$ cat config.mk
export PLATFORM = sky130hd
export DESIGN_NAME = humidity_probe_modbus_regmap
export DESIGN_NICKNAME = d
export VERILOG_FILES = /design/src/shared/probe_regmap_pkg.sv /design/src/shared/int_code_if.sv /design/src/humidity_probe_modbus_regmap.sv /design/src/int_saturator.sv
export SDC_FILE = /design/constraint.sdc
export NUM_CORES = 2
export LEC_CHECK = 0
export ABC_AREA = 1
export BUFFER_PORTS_ARGS = -buffer_cell sky130_fd_sc_hd__buf_2
export CORE_AREA = 3 3 461 463
export DETAILED_ROUTE_END_ITERATION = 16
export DIE_AREA = 0 0 464 466
export PLACE_DENSITY = 0.54
export SLEW_MARGIN = 20
export SYNTH_ARGS = -nofsm -noshare
export SYNTH_HDL_FRONTEND = slang
export SYNTH_HIERARCHICAL = 1
export SYNTH_SLANG_ARGS = --single-unit
$ cat constraint.sdc
create_clock -name I_SYS_CLK -period 7.5 [get_ports I_SYS_CLK]
set_clock_uncertainty 0.15 [all_clocks]
set_input_delay 1.5 -clock I_SYS_CLK [delete_from_list [all_inputs] [get_ports I_SYS_CLK]]
set_output_delay 1.5 -clock I_SYS_CLK [all_outputs]
set_load 0.005 [all_outputs]
$ cat src/shared/probe_regmap_pkg.sv
// Constants, address map and types shared by the probe register bank.
package probe_regmap_pkg;

  // ---------------------------------------------------------------------------
  // Sizes of the two register families.
  // ---------------------------------------------------------------------------
  localparam int NF = 17;  // Number of two-word float registers.
  localparam int NI = 17;  // Number of one-word integer registers.

  // ---------------------------------------------------------------------------
  // Function codes and exception codes of the request port.
  // ---------------------------------------------------------------------------
  localparam logic [7:0] FC_READ_HOLDING  = 8'h03;  // Read holding registers.
  localparam logic [7:0] FC_WRITE_MULTI   = 8'h10;  // Write multiple registers.
  localparam logic [7:0] EXC_BAD_FUNCTION = 8'h01;  // Function code not served.
  localparam logic [7:0] EXC_BAD_ADDRESS  = 8'h02;  // Address outside the map.
  localparam logic [7:0] EXC_BAD_QUANTITY = 8'h03;  // Quantity out of range.
  localparam logic [15:0] READ_QTY_MAX    = 16'h007D;  // Largest read, 125 words.
  localparam logic [15:0] WRITE_QTY_MAX   = 16'h007B;  // Largest write, 123 words.

  // ---------------------------------------------------------------------------
  // Zero-based protocol addresses: register number minus one.
  // ---------------------------------------------------------------------------
  localparam logic [15:0] F32_ADDR [NF] = '{
    16'h0000, 16'h0002, 16'h0006, 16'h0008, 16'h000A, 16'h000C, 16'h000E, 16'h0010,
    16'h0014, 16'h0016, 16'h0018, 16'h001A, 16'h001E, 16'h0020, 16'h0024, 16'h0026,
    16'h0040};
  localparam logic [15:0] I16_ADDR [NI] = '{
    16'h0100, 16'h0101, 16'h0103, 16'h0104, 16'h0105, 16'h0106, 16'h0107, 16'h0108,
    16'h010A, 16'h010B, 16'h010C, 16'h010D, 16'h010F, 16'h0110, 16'h0112, 16'h0113,
    16'h0120};
  // Scale applied upstream to each integer value before it reaches the bank.
  localparam logic [7:0] I16_SCALE [NI] = '{
    8'h64, 8'h64, 8'h64, 8'h64, 8'h64, 8'h64, 8'h64, 8'h64,
    8'h01, 8'h0A, 8'h0A, 8'h64, 8'h0A, 8'h64, 8'h64, 8'h64, 8'h01};

  // Indices of the entries that are checked individually.
  localparam int F_SAT_RATIO  = 14;  // Float sensor saturation ratio.
  localparam int F_SENS_TEMP  = 15;  // Float sensor temperature.
  localparam int I_ABS_HUM_NTP = 13;  // Integer absolute_humidity_ntp_i16.
  localparam int I_SAT_RATIO  = 14;  // Integer sensor saturation ratio.
  localparam int I_SENS_TEMP  = 15;  // Integer sensor temperature.

  // ---------------------------------------------------------------------------
  // Codes returned in place of a missing or out-of-range value.
  // ---------------------------------------------------------------------------
  localparam logic [31:0] F32_QUIET_NAN = 32'h7FC00000;  // Missing float.
  localparam logic [15:0] I16_NA_CODE   = 16'h8000;      // Missing integer.
  localparam logic [15:0] I16_MAX_CODE  = 16'h7FFF;      // 32767 or larger.
  localparam logic [15:0] I16_MIN_CODE  = 16'h8001;      // -32767 or smaller.
  localparam logic signed [31:0] SAT_HI = 32'sh00007FFF;  // Upper clip point.
  localparam logic signed [31:0] SAT_LO = 32'shFFFF8001;  // Lower clip point.

  // ---------------------------------------------------------------------------
  // Reset values and answer kinds.
  // ---------------------------------------------------------------------------
  localparam logic [6:0]  IDX_RESET  = 7'h00;   // Word counter after reset.
  localparam logic [15:0] WORD_RESET = 16'h0000;  // Data output after reset.
  localparam logic [1:0]  KIND_DATA  = 2'h0;  // Beat carries a register word.
  localparam logic [1:0]  KIND_WACK  = 2'h1;  // Beat acknowledges a write.
  localparam logic [1:0]  KIND_EXC   = 2'h2;  // Beat carries an exception code.

  // Request sequencer states.
  typedef enum logic [2:0] {ST_IDLE, ST_SCAN, ST_STREAM, ST_EXC, ST_WACK} state_t;

endpackage

$ cat src/shared/int_code_if.sv
// Interface that carries raw integer values to the saturator and codes back.
`timescale 1ns/1ps
interface int_code_if;
  logic [probe_regmap_pkg::NI-1:0][31:0] raw;    // Scaled values, two's complement.
  logic [probe_regmap_pkg::NI-1:0]       valid;  // Value present flags.
  logic [probe_regmap_pkg::NI-1:0][15:0] code;   // Saturated register codes.
  modport sat  (input raw, input valid, output code);
  modport bank (output raw, output valid, input code);
endinterface

$ cat src/humidity_probe_modbus_regmap.sv
// Read-only measurement register bank served to a Modbus request port.
`timescale 1ns/1ps
module humidity_probe_modbus_regmap (
  // Clock and reset.
  input  wire logic                                  I_SYS_CLK,
  input  wire logic                                  I_RST_N,
  // Measurement values from the measurement logic.
  input  wire logic [probe_regmap_pkg::NF-1:0][31:0] I_F32_VALUE,
  input  wire logic [probe_regmap_pkg::NF-1:0]       I_F32_VALID,
  input  wire logic [probe_regmap_pkg::NI-1:0][31:0] I_I32_VALUE,
  input  wire logic [probe_regmap_pkg::NI-1:0]       I_I32_VALID,
  // Request from the protocol engine.
  input  wire logic                                  I_REQ_VALID,
  input  wire logic [7:0]                            I_REQ_FUNC,
  input  wire logic [15:0]                           I_REQ_ADDR,
  input  wire logic [15:0]                           I_REQ_QTY,
  output logic                                       O_REQ_READY,
  // Answer beats to the protocol engine.
  output logic                                       O_RSP_VALID,
  output logic [1:0]                                 O_RSP_KIND,
  output logic [15:0]                                O_RSP_DATA,
  output logic                                       O_RSP_LAST
);

  // ---------------------------------------------------------------------------
  // Declarations.
  // ---------------------------------------------------------------------------
  probe_regmap_pkg::state_t state;       // Current sequencer state.
  probe_regmap_pkg::state_t next_state;  // State for the next cycle.
  logic [31:0] snap_f [probe_regmap_pkg::NF];  // Captured float words.
  logic [15:0] snap_i [probe_regmap_pkg::NI];  // Captured integer codes.
  logic [7:0]  func;      // Function code of the request in progress.
  logic [15:0] base;      // Start address of the request in progress.
  logic [6:0]  qty_m1;    // Quantity minus one, valid once checked.
  logic [6:0]  idx;       // Word counter within the request.
  logic [7:0]  exc_code;  // Exception code to be sent.
  logic [16:0] cur_addr;  // Address of the word under the counter.
  logic        cur_ok;    // Address is inside a defined register.
  logic [15:0] cur_word;  // Word stored at that address.
  logic        accept;    // Request taken on this edge.
  logic        func_ok;   // Function code is served.
  logic        qty_ok;    // Quantity is within the function's limit.
  int_code_if  ibus();    // Raw integers out, codes back.

  // The bank accepts only while idle; the ready flop mirrors that.
  assign accept  = (state == probe_regmap_pkg::ST_IDLE) && I_REQ_VALID;
  assign func_ok = (I_REQ_FUNC == probe_regmap_pkg::FC_READ_HOLDING)
                || (I_REQ_FUNC == probe_regmap_pkg::FC_WRITE_MULTI);
  // A zero quantity or one above the function's limit is refused as a whole.
  assign qty_ok  = (I_REQ_QTY != 16'h0000) &&
                   ((I_REQ_FUNC == probe_regmap_pkg::FC_READ_HOLDING) ?
                    (I_REQ_QTY <= probe_regmap_pkg::READ_QTY_MAX) :
                    (I_REQ_QTY <= probe_regmap_pkg::WRITE_QTY_MAX));
  // One extra bit so that a run past FFFFh never wraps onto address zero.
  assign cur_addr = {1'b0, base} + {10'h000, idx};

  // ---------------------------------------------------------------------------
  // Integer clipping.
  // ---------------------------------------------------------------------------
  assign ibus.raw   = I_I32_VALUE;
  assign ibus.valid = I_I32_VALID;

  // Clipping stays combinational; the snapshot flops register its result.
  int_saturator u_sat (
    .i_clk   (I_SYS_CLK),
    .i_rst_n (I_RST_N),
    .bus     (ibus)
  );

  // ---------------------------------------------------------------------------
  // Address decode.
  // ---------------------------------------------------------------------------
  // Addresses are zero based, so register number one decodes at 0000h.
  always_comb begin
    cur_ok   = 1'b0;
    cur_word = probe_regmap_pkg::WORD_RESET;
    for (int i = 0; i < probe_regmap_pkg::NF; i++) begin
      // Low half of the float sits at the listed address.
      if (cur_addr == {1'b0, probe_regmap_pkg::F32_ADDR[i]}) begin
        cur_ok   = 1'b1;
        cur_word = snap_f[i][15:0];
      end
      // High half sits at the address just above it.
      if (cur_addr == {1'b0, probe_regmap_pkg::F32_ADDR[i]} + 17'h00001) begin
        cur_ok   = 1'b1;
        cur_word = snap_f[i][31:16];
      end
    end
    for (int k = 0; k < probe_regmap_pkg::NI; k++) begin
      // Integer registers take one address each.
      if (cur_addr == {1'b0, probe_regmap_pkg::I16_ADDR[k]}) begin
        cur_ok   = 1'b1;
        cur_word = snap_i[k];
      end
    end
  end

  // ---------------------------------------------------------------------------
  // Snapshot of the measurement inputs.
  // ---------------------------------------------------------------------------
  // All values are caught on the accept edge so that the two halves of a float,
  // and all words of a long read, come from the same measurement instant. The
  // cost is one copy of every value; a live read could tear a float in two.
  always_ff @(posedge I_SYS_CLK or negedge I_RST_N) begin
    if (!I_RST_N) begin
      for (int i = 0; i < probe_regmap_pkg::NF; i++) begin
        snap_f[i] <= probe_regmap_pkg::F32_QUIET_NAN;
      end
      for (int k = 0; k < probe_regmap_pkg::NI; k++) begin
        snap_i[k] <= probe_regmap_pkg::I16_NA_CODE;
      end
    end else if (accept) begin
      for (int i = 0; i < probe_regmap_pkg::NF; i++) begin
        // A missing float is replaced, never reported as an error.
        snap_f[i] <= I_F32_VALID[i] ? I_F32_VALUE[i]
                                    : probe_regmap_pkg::F32_QUIET_NAN;
      end
      for (int k = 0; k < probe_regmap_pkg::NI; k++) begin
        snap_i[k] <= ibus.code[k];
      end
    end
  end

  // ---------------------------------------------------------------------------
  // Sequencer next state.
  // ---------------------------------------------------------------------------
  // Every address is checked before any data goes out, because an exception
  // must replace the whole answer rather than follow a partial one.
  always_comb begin
    next_state = state;
    unique case (state)
      probe_regmap_pkg::ST_IDLE: begin
        if (I_REQ_VALID) begin
          // Bad function or quantity is refused without scanning.
          next_state = (func_ok && qty_ok) ? probe_regmap_pkg::ST_SCAN
                                           : probe_regmap_pkg::ST_EXC;
        end
      end
      probe_regmap_pkg::ST_SCAN: begin
        if (!cur_ok) begin
          next_state = probe_regmap_pkg::ST_EXC;
        end else if (idx == qty_m1) begin
          // Writes touch no storage here; they are acknowledged as a whole.
          next_state = (func == probe_regmap_pkg::FC_READ_HOLDING) ?
                       probe_regmap_pkg::ST_STREAM : probe_regmap_pkg::ST_WACK;
        end
      end
      probe_regmap_pkg::ST_STREAM: begin
        if (idx == qty_m1) begin
          next_state = probe_regmap_pkg::ST_IDLE;
        end
      end
      probe_regmap_pkg::ST_EXC: begin
        next_state = probe_regmap_pkg::ST_IDLE;
      end
      probe_regmap_pkg::ST_WACK: begin
        next_state = probe_regmap_pkg::ST_IDLE;
      end
    endcase
  end

  // ---------------------------------------------------------------------------
  // Sequencer state and ready.
  // ---------------------------------------------------------------------------
  // Ready is registered from the next state so it is high exactly while idle.
  always_ff @(posedge I_SYS_CLK or negedge I_RST_N) begin
    if (!I_RST_N) begin
      state       <= probe_regmap_pkg::ST_IDLE;
      O_REQ_READY <= 1'b1;
    end else begin
      state       <= next_state;
      O_REQ_READY <= (next_state == probe_regmap_pkg::ST_IDLE);
    end
  end

  // ---------------------------------------------------------------------------
  // Request fields and word counter.
  // ---------------------------------------------------------------------------
  always_ff @(posedge I_SYS_CLK or negedge I_RST_N) begin
    if (!I_RST_N) begin
      func     <= 8'h00;
      base     <= probe_regmap_pkg::WORD_RESET;
      qty_m1   <= probe_regmap_pkg::IDX_RESET;
      idx      <= probe_regmap_pkg::IDX_RESET;
      exc_code <= 8'h00;
    end else begin
      if (accept) begin
        // Fields are held for the whole request; the port may change freely.
        func   <= I_REQ_FUNC;
        base   <= I_REQ_ADDR;
        qty_m1 <= 7'(I_REQ_QTY - 16'h0001);
        idx    <= probe_regmap_pkg::IDX_RESET;
        // Function errors take priority over quantity errors.
        exc_code <= func_ok ? probe_regmap_pkg::EXC_BAD_QUANTITY
                            : probe_regmap_pkg::EXC_BAD_FUNCTION;
      end else if (state == probe_regmap_pkg::ST_SCAN) begin
        if (!cur_ok) begin
          exc_code <= probe_regmap_pkg::EXC_BAD_ADDRESS;
        end
        // The counter restarts for the data phase after the last check.
        idx <= (idx == qty_m1) ? probe_regmap_pkg::IDX_RESET : idx + 7'h01;
      end else if (state == probe_regmap_pkg::ST_STREAM) begin
        idx <= idx + 7'h01;
      end
    end
  end

  // ---------------------------------------------------------------------------
  // Answer beats.
  // ---------------------------------------------------------------------------
  // Each beat is registered, so it trails its state by one cycle.
  always_ff @(posedge I_SYS_CLK or negedge I_RST_N) begin
    if (!I_RST_N) begin
      O_RSP_VALID <= 1'b0;
      O_RSP_KIND  <= probe_regmap_pkg::KIND_DATA;
      O_RSP_DATA  <= probe_regmap_pkg::WORD_RESET;
      O_RSP_LAST  <= 1'b0;
    end else begin
      O_RSP_VALID <= 1'b0;
      O_RSP_LAST  <= 1'b0;
      if (state == probe_regmap_pkg::ST_STREAM) begin
        // Missing values already sit in the snapshot as NaN or 8000h.
        O_RSP_VALID <= 1'b1;
        O_RSP_KIND  <= probe_regmap_pkg::KIND_DATA;
        O_RSP_DATA  <= cur_word;
        O_RSP_LAST  <= (idx == qty_m1);
      end else if (state == probe_regmap_pkg::ST_EXC) begin
        O_RSP_VALID <= 1'b1;
        O_RSP_KIND  <= probe_regmap_pkg::KIND_EXC;
        O_RSP_DATA  <= {8'h00, exc_code};
        O_RSP_LAST  <= 1'b1;
      end else if (state == probe_regmap_pkg::ST_WACK) begin
        // The acknowledgement echoes the quantity written.
        O_RSP_VALID <= 1'b1;
        O_RSP_KIND  <= probe_regmap_pkg::KIND_WACK;
        O_RSP_DATA  <= {9'h000, qty_m1} + 16'h0001;
        O_RSP_LAST  <= 1'b1;
      end
    end
  end
endmodule

$ cat src/int_saturator.sv
// Per-channel clipping of scaled integer values into 16-bit register codes.
`timescale 1ns/1ps
module int_saturator (
  // Clock and reset, used only by the checks.
  input wire logic   i_clk,
  input wire logic   i_rst_n,
  // Value and code bundle.
  int_code_if.sat    bus
);

  // ---------------------------------------------------------------------------
  // One clipper per integer register.
  // ---------------------------------------------------------------------------
  genvar j;
  generate
    for (j = 0; j < probe_regmap_pkg::NI; j++) begin : g_ch
      // Missing wins over any stale raw value; 8000h never encodes a number.
      always_comb begin
        if (!bus.valid[j]) begin
          bus.code[j] = probe_regmap_pkg::I16_NA_CODE;
        end else if ($signed(bus.raw[j]) >= probe_regmap_pkg::SAT_HI) begin
          bus.code[j] = probe_regmap_pkg::I16_MAX_CODE;
        end else if ($signed(bus.raw[j]) <= probe_regmap_pkg::SAT_LO) begin
          bus.code[j] = probe_regmap_pkg::I16_MIN_CODE;
        end else begin
          bus.code[j] = bus.raw[j][15:0];
        end
      end

    end
  endgenerate
endmodule

# Word-level counts from Yosys, hierarchy flattened
# Cells that the tools add are included.
# Widths: inputs -> output; s select.
[totals]
ff_bits = 886
in_bits = 1165
output_inout_bits = 21
word_cells = 353
[classes]
add_sub_neg = 4
magnitude_cmp = 36
n_eq_ne = 59
n_mux = 196
reduce_logical = 13
[op_table]
columns = ["op", "count"]
rows = [
  ["$mux 16", 105],
  ["$ge 32x16->1 const B", 17],
  ["$le 32x16->1 const B", 17],
  ["$mux 32", 17],
  ["$eq 17x9->1 const B", 17],
  ["$eq 17x5->1 const B", 12],
  ["$eq 17x4->1 const B", 8],
  ["$eq 17x6->1 const B", 6],
  ["$mux 1", 56],
  ["$eq 17x2->1 const B", 2],
  ["$eq 17x3->1 const B", 2],
  ["$eq 17x7->1 const B", 2],
  ["$le 16x7->1 const B", 2],
  ["$mux 7", 4],
  ["$mux 8", 3],
  ["$add 16x7->17", 1],
  ["$eq 17x1->1 const B", 1],
  ["$logic_not 17->1", 1],
  ["$eq 8x2->1 const B", 2],
  ["$reduce_bool 16->1", 1],
  ["$mux 3", 5],
  ["$pmux 3 s4", 1],
  ["$mux 2", 5],
  ["$add 7x1->8 const B", 1],
  ["other kinds (15)", 20],
]

# Longest topological paths before layout
[logic_depth]
depth_word = 56
mapped_depth = 61
ltp_nobuf = 60

# Cells and area by module
# The synthesis kept the hierarchy.
[modules_own_cells]
columns = ["module", "n_inst", "cells_per_inst", "area_per_inst_um2"]
rows = [
  ["humidity_probe_modbus_regmap", 1, 5736, 43272.8],
  ["int_saturator", 1, 1929, 8305.5],
]

# Worst setup path after synthesis
# Ideal clock, no wire load.
[synth_timing]
path_kind = "register to register"
start = "register idx[0]"
end = "register O_RSP_DATA[5]"
setup_time_ns = 0.120
arrival_time_ns = 4.413
required_time_ns = 7.230
path_slack_ns = 2.817
path_stages_with_launch = 61
path_buffers = 1
period_less_slack_ns = 4.683
cell_sequence = "dfrtp_1 ha_1 inv_1 fa_1 inv_2 nand3_1 nand2_4 nand2_2 nand2_4 nand2_1 nand2_1 nand3_1 nor2_2 nand2_4 nor2_4 nand2_2 buf_6 o21ai_1 [25 not listed] nand2_1 nand2_1 nand2_1 nand3_1 nand2_1 nand2_1 nand2_1 nand3_1 nand2_1 nand3_1 nand2_1 nand2_1 nand2_1 nand2_1 nand2_1 nand2_1 nand2_1 a21oi_1"
[synth_via]
elab_chain_len = 54
word_cells_on_any_way = 104
[synth_rtl]
columns = ["item", "line_no", "source"]
rows = [
  ["start, declared", "humidity_probe_modbus_regmap.sv:35", "logic [6:0] idx;"],
  ["start signal, assigned", "humidity_probe_modbus_regmap.sv:184", "idx <= probe_regmap_pkg::IDX_RESET;"],
  ["start signal, assigned", "humidity_probe_modbus_regmap.sv:192", "idx <= probe_regmap_pkg::IDX_RESET;"],
  ["start signal, assigned", "humidity_probe_modbus_regmap.sv:201", "idx <= (idx == qty_m1) ? probe_regmap_pkg::IDX_RESET : idx + 7'h01;"],
  ["$add 16x7->17 *", "humidity_probe_modbus_regmap.sv:55", "assign cur_addr = {1'b0, base} + {10'h000, idx};"],
  ["$logic_not 17->1", "humidity_probe_modbus_regmap.sv:79", "if (cur_addr == {1'b0, probe_regmap_pkg::F32_ADDR[i]}) begin"],
  ["$mux 16", "humidity_probe_modbus_regmap.sv:79", ""],
  ["$mux 16", "humidity_probe_modbus_regmap.sv:84", "if (cur_addr == {1'b0, probe_regmap_pkg::F32_ADDR[i]} + 17'h00001) begin"],
  ["$mux 16", "humidity_probe_modbus_regmap.sv:79", ""],
  ["$mux 16", "humidity_probe_modbus_regmap.sv:84", ""],
  ["$mux 16", "humidity_probe_modbus_regmap.sv:79", ""],
  ["$mux 16", "humidity_probe_modbus_regmap.sv:84", ""],
  ["[23 not listed]", "n/a", ""],
  ["$mux 16", "humidity_probe_modbus_regmap.sv:84", ""],
  ["$mux 16", "humidity_probe_modbus_regmap.sv:79", ""],
  ["$mux 16", "humidity_probe_modbus_regmap.sv:84", ""],
  ["$mux 16", "humidity_probe_modbus_regmap.sv:79", ""],
  ["$mux 16", "humidity_probe_modbus_regmap.sv:84", ""],
  ["$mux 16 (16 in series)", "humidity_probe_modbus_regmap.sv:91", "if (cur_addr == {1'b0, probe_regmap_pkg::I16_ADDR[k]}) begin"],
  ["$mux 16 *", "humidity_probe_modbus_regmap.sv:91", ""],
  ["$mux 16 *", "humidity_probe_modbus_regmap.sv:221", "if (state == probe_regmap_pkg::ST_STREAM) begin"],
  ["end signal, assigned", "humidity_probe_modbus_regmap.sv:216", "O_RSP_DATA <= probe_regmap_pkg::WORD_RESET;"],
  ["end signal, assigned", "humidity_probe_modbus_regmap.sv:225", "O_RSP_DATA <= cur_word;"],
  ["end signal, assigned", "humidity_probe_modbus_regmap.sv:230", "O_RSP_DATA <= {8'h00, exc_code};"],
  ["end, declared", "humidity_probe_modbus_regmap.sv:21", "output logic [15:0] O_RSP_DATA,"],
]
# Mark *: on every way between the ends. The rest lies on a longest branch, timed or not.
# A chain may end at the register's enable or synchronous reset.

# Final worst setup path
# Ends and elaborated chain as after synthesis.

==> summary by stage <==
Placed design
Buffers placed on the I/O ports in this run total roughly 1,200. The total placed instance area is 60,500 um^2. Routability-driven placement finished with a final weighted congestion of approximately 1.0.

The post-DP HPWL is approximately 230,000 um. The pre-CTS setup slack is roughly 0.28 ns.

Logic synthesis
The netlist area before placement is ~52,000 um^2. The async set-reset flop share out of synthesis is 100%. The synthesized area divided by synthesized cell count is between 6 and 7 um^2.

Counting flops with a built-in enable in the synthesized netlist gives 0. The count of distinct cell types in the synthesized netlist is 61. The gate count after technology mapping is between 7,000 and 8,000.

The number of synthesized register bits is 880. The main flop type after synthesis is sky130_fd_sc_hd__dfrtp_1. The net count after synthesis is slightly below 9,000. The post-synthesis cell type with the largest combined area is sky130_fd_sc_hd__dfrtp_1. The count of yosys warnings during synthesis is 6. Sequential cells were found to cover about 43% of the synthesized design area. The portion of synthesized cell area occupied by the leading cell type is around 34%. Sorting the synthesized cells by area gives the leading types as sky130_fd_sc_hd__dfrtp_1, sky130_fd_sc_hd__nand2_1, sky130_fd_sc_hd__dfstp_2.

Setup path
The worst setup path is captured at a flip-flop. The register-to-register setup slack is ~0.48 ns. At the worst endpoint, the arrival time is about 7.5 ns. The endpoint of the lowest-slack register-to-register path is O_RSP_DATA[5]. The startpoint kind of the worst setup timing path is a flip-flop. The highest-delay cell along the critical path is sky130_fd_sc_hd__nor2_1.

The delay of the slowest cell on the worst path is ~0.51 ns. The number of buffers and inverters on the critical path is 5. The number of cell instances on the worst register-to-register path is 51. The most prevalent standard cell on the critical path is sky130_fd_sc_hd__nand2_1. The classification of the worst setup path is flip-flop to flip-flop.

Data on the critical path is required at its endpoint by around 8.0 ns. The gate family responsible for the most delay along the worst path is simple AND/OR/NAND/NOR gates. In this run the critical register-to-register path is launched from idx[0]. In this run the worst path has a maximum fanout of 23.

Finish
Cells fill between 30% and 40% of the core in the end. The finished cells cover about 64,000 um^2. The share of final-layout standard cells stronger than drive strength 1 is approximately 20%.

The area added between synthesis and finish is 24.5%. At the end of the flow, the number of nets in the layout was slightly below 10,000.

Power and ir drop
Across the VDD grid, the largest voltage drop is around 0.19 mV. The analysis attributes to cell leakage a power of ~32 nW. The power per standard cell area is 314 nW/um^2.

Clocking
The number of H-tree branching levels is 3. The CTS tree is done. The total of hold buffers inserted after clock tree synthesis is 0.

The cell chosen for the clock root is sky130_fd_sc_hd__clkbuf_16. The insertion delay to the later sink of the worst-skew pair is 0.73 ns. The number of sinks handled by clock tree synthesis is 880.

The maximum root-to-sink buffer count is 3. The clock slew seen by the registers of the worst setup and hold paths is 0.06 ns. The number of buffers created by CTS is about 100.

Detailed routing
The final layout contains routed wiring with a total length of between 200,000 and 300,000 um. For this block, the via count after detailed routing is between 50,000 and 60,000. Dividing the detail-routed wire length by the instance count gives 24.0 um. After detailed routing, the number of remaining DRC violations is 0. In this run the remaining antenna-violating nets after routing total 0. The starting DRC count in detailed routing is 4,626.

The pre-antenna-repair detailed-routing pass consisted of 6 iterations. The number of vias per cell after detailed routing is about 4.8.

Global routing
met2 is the most crowded layer. The initial antenna violation count is 150. The number of global-route vias before repair was between 50,000 and 60,000. For met2 alone, demand over resource in global routing was between 40% and 50%.

Global routing finished with a remaining overflow of 0. The maximum number of pins on one net before global-route repair is between 200 and 250. For this run, the total global-route usage over all layers was measured as about a quarter. The first-pass GRT wire length is between 300,000 and 400,000 um. The met3 usage is around 5.4%.

The met1 layer usage reported by global route is 30.5%.

Timing
The maximum clock frequency is ~140 MHz. The final critical path takes up ~94% of the cycle. The slew at the pin closest to its max-slew limit is 1.18 ns. The max-slew violation count was 0. The post-layout worst setup margin is around 0.48 ns. Headroom to the max-slew limit came out at about a fifth.

Summed over all failing endpoints, the final setup total negative slack is 0 ns. The worst hold slack across all endpoints is ~0.31 ns. The final setup violation count is 0. The number of hold violations in the final report is 0.

The worst path in the final design needs a cycle of 7.02 ns, including I/O delays and setup. Setup repair after global routing left no endpoint under its margin.

Die
The initial utilization of the core area, before any placement, comes to 24.7%. The area of the core region is 209,000 um^2. Measured along the x axis, the die boundary spans roughly 460 um. The die covers 216,000 um^2. The floorplan has between 150 and 200 rows. The y dimension of the die is between 400 and 500 um. During I/O placement, the number of pins put on the boundary was roughly 1,200.

Run status
The run finished with clean final reports.

Flow run
Max-cap violations in this run came to 0.

Hold path
The count of cells along the worst hold path is 2. The startpoint of the tightest hold check path is snap_f[124]. The class of the tightest hold or removal check is flip-flop to flip-flop. The worst-case hold path end point is snap_f[124].
-- Yosys cell counts, types with 3 or more instances --
cell                        number
sky130_fd_sc_hd__a21oi_1       461
sky130_fd_sc_hd__a21oi_2        10
sky130_fd_sc_hd__a221oi_1        4
sky130_fd_sc_hd__a22oi_1         4
sky130_fd_sc_hd__a31oi_1         4
sky130_fd_sc_hd__and2_1         19
sky130_fd_sc_hd__and2_4          3
sky130_fd_sc_hd__buf_1           7
sky130_fd_sc_hd__buf_2          23
sky130_fd_sc_hd__buf_4          25
sky130_fd_sc_hd__buf_6          13
sky130_fd_sc_hd__clkbuf_1      271
sky130_fd_sc_hd__clkinv_1        3
sky130_fd_sc_hd__dfrtp_1       709
sky130_fd_sc_hd__dfstp_2       171
sky130_fd_sc_hd__ha_1           12
sky130_fd_sc_hd__inv_1         613
sky130_fd_sc_hd__inv_2          17
sky130_fd_sc_hd__nand2_1      2837
sky130_fd_sc_hd__nand2_2        22
sky130_fd_sc_hd__nand2_4         3
sky130_fd_sc_hd__nand3_1       713
sky130_fd_sc_hd__nand3_2         3
sky130_fd_sc_hd__nand3b_1        9
sky130_fd_sc_hd__nand4_1       185
sky130_fd_sc_hd__nor2_1        803
sky130_fd_sc_hd__nor2_2         12
sky130_fd_sc_hd__nor2_4          5
sky130_fd_sc_hd__nor3_1         70
sky130_fd_sc_hd__nor3_2          8
sky130_fd_sc_hd__nor4_1         30
sky130_fd_sc_hd__o2111ai_1       9
sky130_fd_sc_hd__o211ai_1        5
sky130_fd_sc_hd__o21ai_0       501
sky130_fd_sc_hd__o21ai_1        22
sky130_fd_sc_hd__o21bai_1        4
sky130_fd_sc_hd__o22ai_1        12
sky130_fd_sc_hd__or2_2           3
sky130_fd_sc_hd__xnor2_2         3
sky130_fd_sc_hd__xor2_1         13
-- metal layers --
metal  wire, um  vias up
li1           -    26800
met1     113000    26700
met2     133000     2340
met3      20600      557
met4      12900       78
met5        492        -
-- metrics by stage --
step           power [W]  cells
2_1_floorplan     0.0119   7665
3_3_place_gp      0.0148  11400
3_5_place_dp      0.0149  11400
4_1_cts           0.0203  11600
5_1_grt           0.0215  11600
6_report          0.0202  11700
-- cell usage in the layout (no fill, tap or decap), types with 6 or more instances in the layout --
| master | count |
|---|---|
| sky130_fd_sc_hd__clkbuf_16 | 104 |
| sky130_fd_sc_hd__diode_2 | 46 |
| sky130_fd_sc_hd__nor2_2 | 27 |
| sky130_fd_sc_hd__xor2_1 | 13 |
| sky130_fd_sc_hd__o21ai_0 | 501 |
| sky130_fd_sc_hd__nand3_1 | 712 |
| sky130_fd_sc_hd__nand2_2 | 22 |
| sky130_fd_sc_hd__a21oi_1 | 461 |
| sky130_fd_sc_hd__clkbuf_1 | 26 |
| sky130_fd_sc_hd__nand2_1 | 2837 |
| sky130_fd_sc_hd__inv_1 | 612 |
| sky130_fd_sc_hd__nor4_1 | 25 |
| sky130_fd_sc_hd__nor3_2 | 14 |
| sky130_fd_sc_hd__inv_2 | 16 |
| sky130_fd_sc_hd__nor3_1 | 62 |
| sky130_fd_sc_hd__dfrtp_1 | 709 |
| sky130_fd_sc_hd__ha_1 | 12 |
| sky130_fd_sc_hd__o2111ai_1 | 9 |
| sky130_fd_sc_hd__clkinv_2 | 24 |
| sky130_fd_sc_hd__nor2_4 | 6 |
| sky130_fd_sc_hd__bufinv_16 | 12 |
| sky130_fd_sc_hd__and2_1 | 19 |
| sky130_fd_sc_hd__nand3b_1 | 9 |
| sky130_fd_sc_hd__nor2_1 | 787 |
| sky130_fd_sc_hd__o21ai_1 | 22 |
| sky130_fd_sc_hd__clkbuf_8 | 15 |
| sky130_fd_sc_hd__buf_4 | 93 |
| sky130_fd_sc_hd__nand4_1 | 185 |
| sky130_fd_sc_hd__buf_12 | 8 |
| sky130_fd_sc_hd__a21oi_2 | 10 |
| sky130_fd_sc_hd__dfstp_2 | 171 |
| sky130_fd_sc_hd__o22ai_1 | 12 |
| sky130_fd_sc_hd__buf_2 | 1184 |
-- logic make-up after synthesis --
family          synth area share (%)
simple gates                    38.1
compound gates                  10.5
fa+ha+maj                      0.330
buf+inv                         7.51
xor+xnor                       0.381
flops                           43.1
-- sequential cells by signal, summed over array words and instances, names as in the netlist --
signal       flops
base            16
snap_i         272
func             8
qty_m1           7
exc_code         2
state            3
O_RSP_VALID      1
O_RSP_KIND       2
O_RSP_LAST       1
idx              7
snap_f         544
O_REQ_READY      1
O_RSP_DATA      16
-- timing repair --
item                                   4_1_cts  5_1_grt
endpoints found under the hold margin        0        0
buffers inserted                             0        2
resized for setup                            0        8
setup endpoints to repair                    0       11
-- tightest hold or removal path, stage by stage, from the launching register on --
cell,delay [ns]
sky130_fd_sc_hd__dfstp_2,0.37
sky130_fd_sc_hd__nand2_1,0.05
sky130_fd_sc_hd__nand2_1,0.04
-- power by group --
part	internal [W]	switching [W]	total, W
sequential	0.00720	0.00138	0.00858
combinational	0.00189	0.00438	0.00627
clock	0.00313	0.00221	0.00533
total	0.0122	0.00797	0.0202
-- worst max path at each step --
stage,from,to,cells after the start
after floorplan,idx[0],O_RSP_DATA[5],60
after global placement,base[0],O_RSP_DATA[6],43
after detailed placement,idx[0],O_RSP_DATA[7],43
after CTS,idx[0],O_RSP_DATA[7],43
after global routing,idx[0],O_RSP_DATA[9],42
final,idx[0],O_RSP_DATA[5],51
-- layout make-up --
cell class,instances,area (um^2)
Antenna cell,46,115
Tap cell,2805,3510
Timing Repair Buffer,1287,6810
Clock buffer,145,2910
Fill cell,23000,145000
Sequential cell,880,22200
Inverter,634,2390
Clock inverter,49,638
Multi-Input combinational cell,5812,25600
Power figures use the tool's default switching activity.
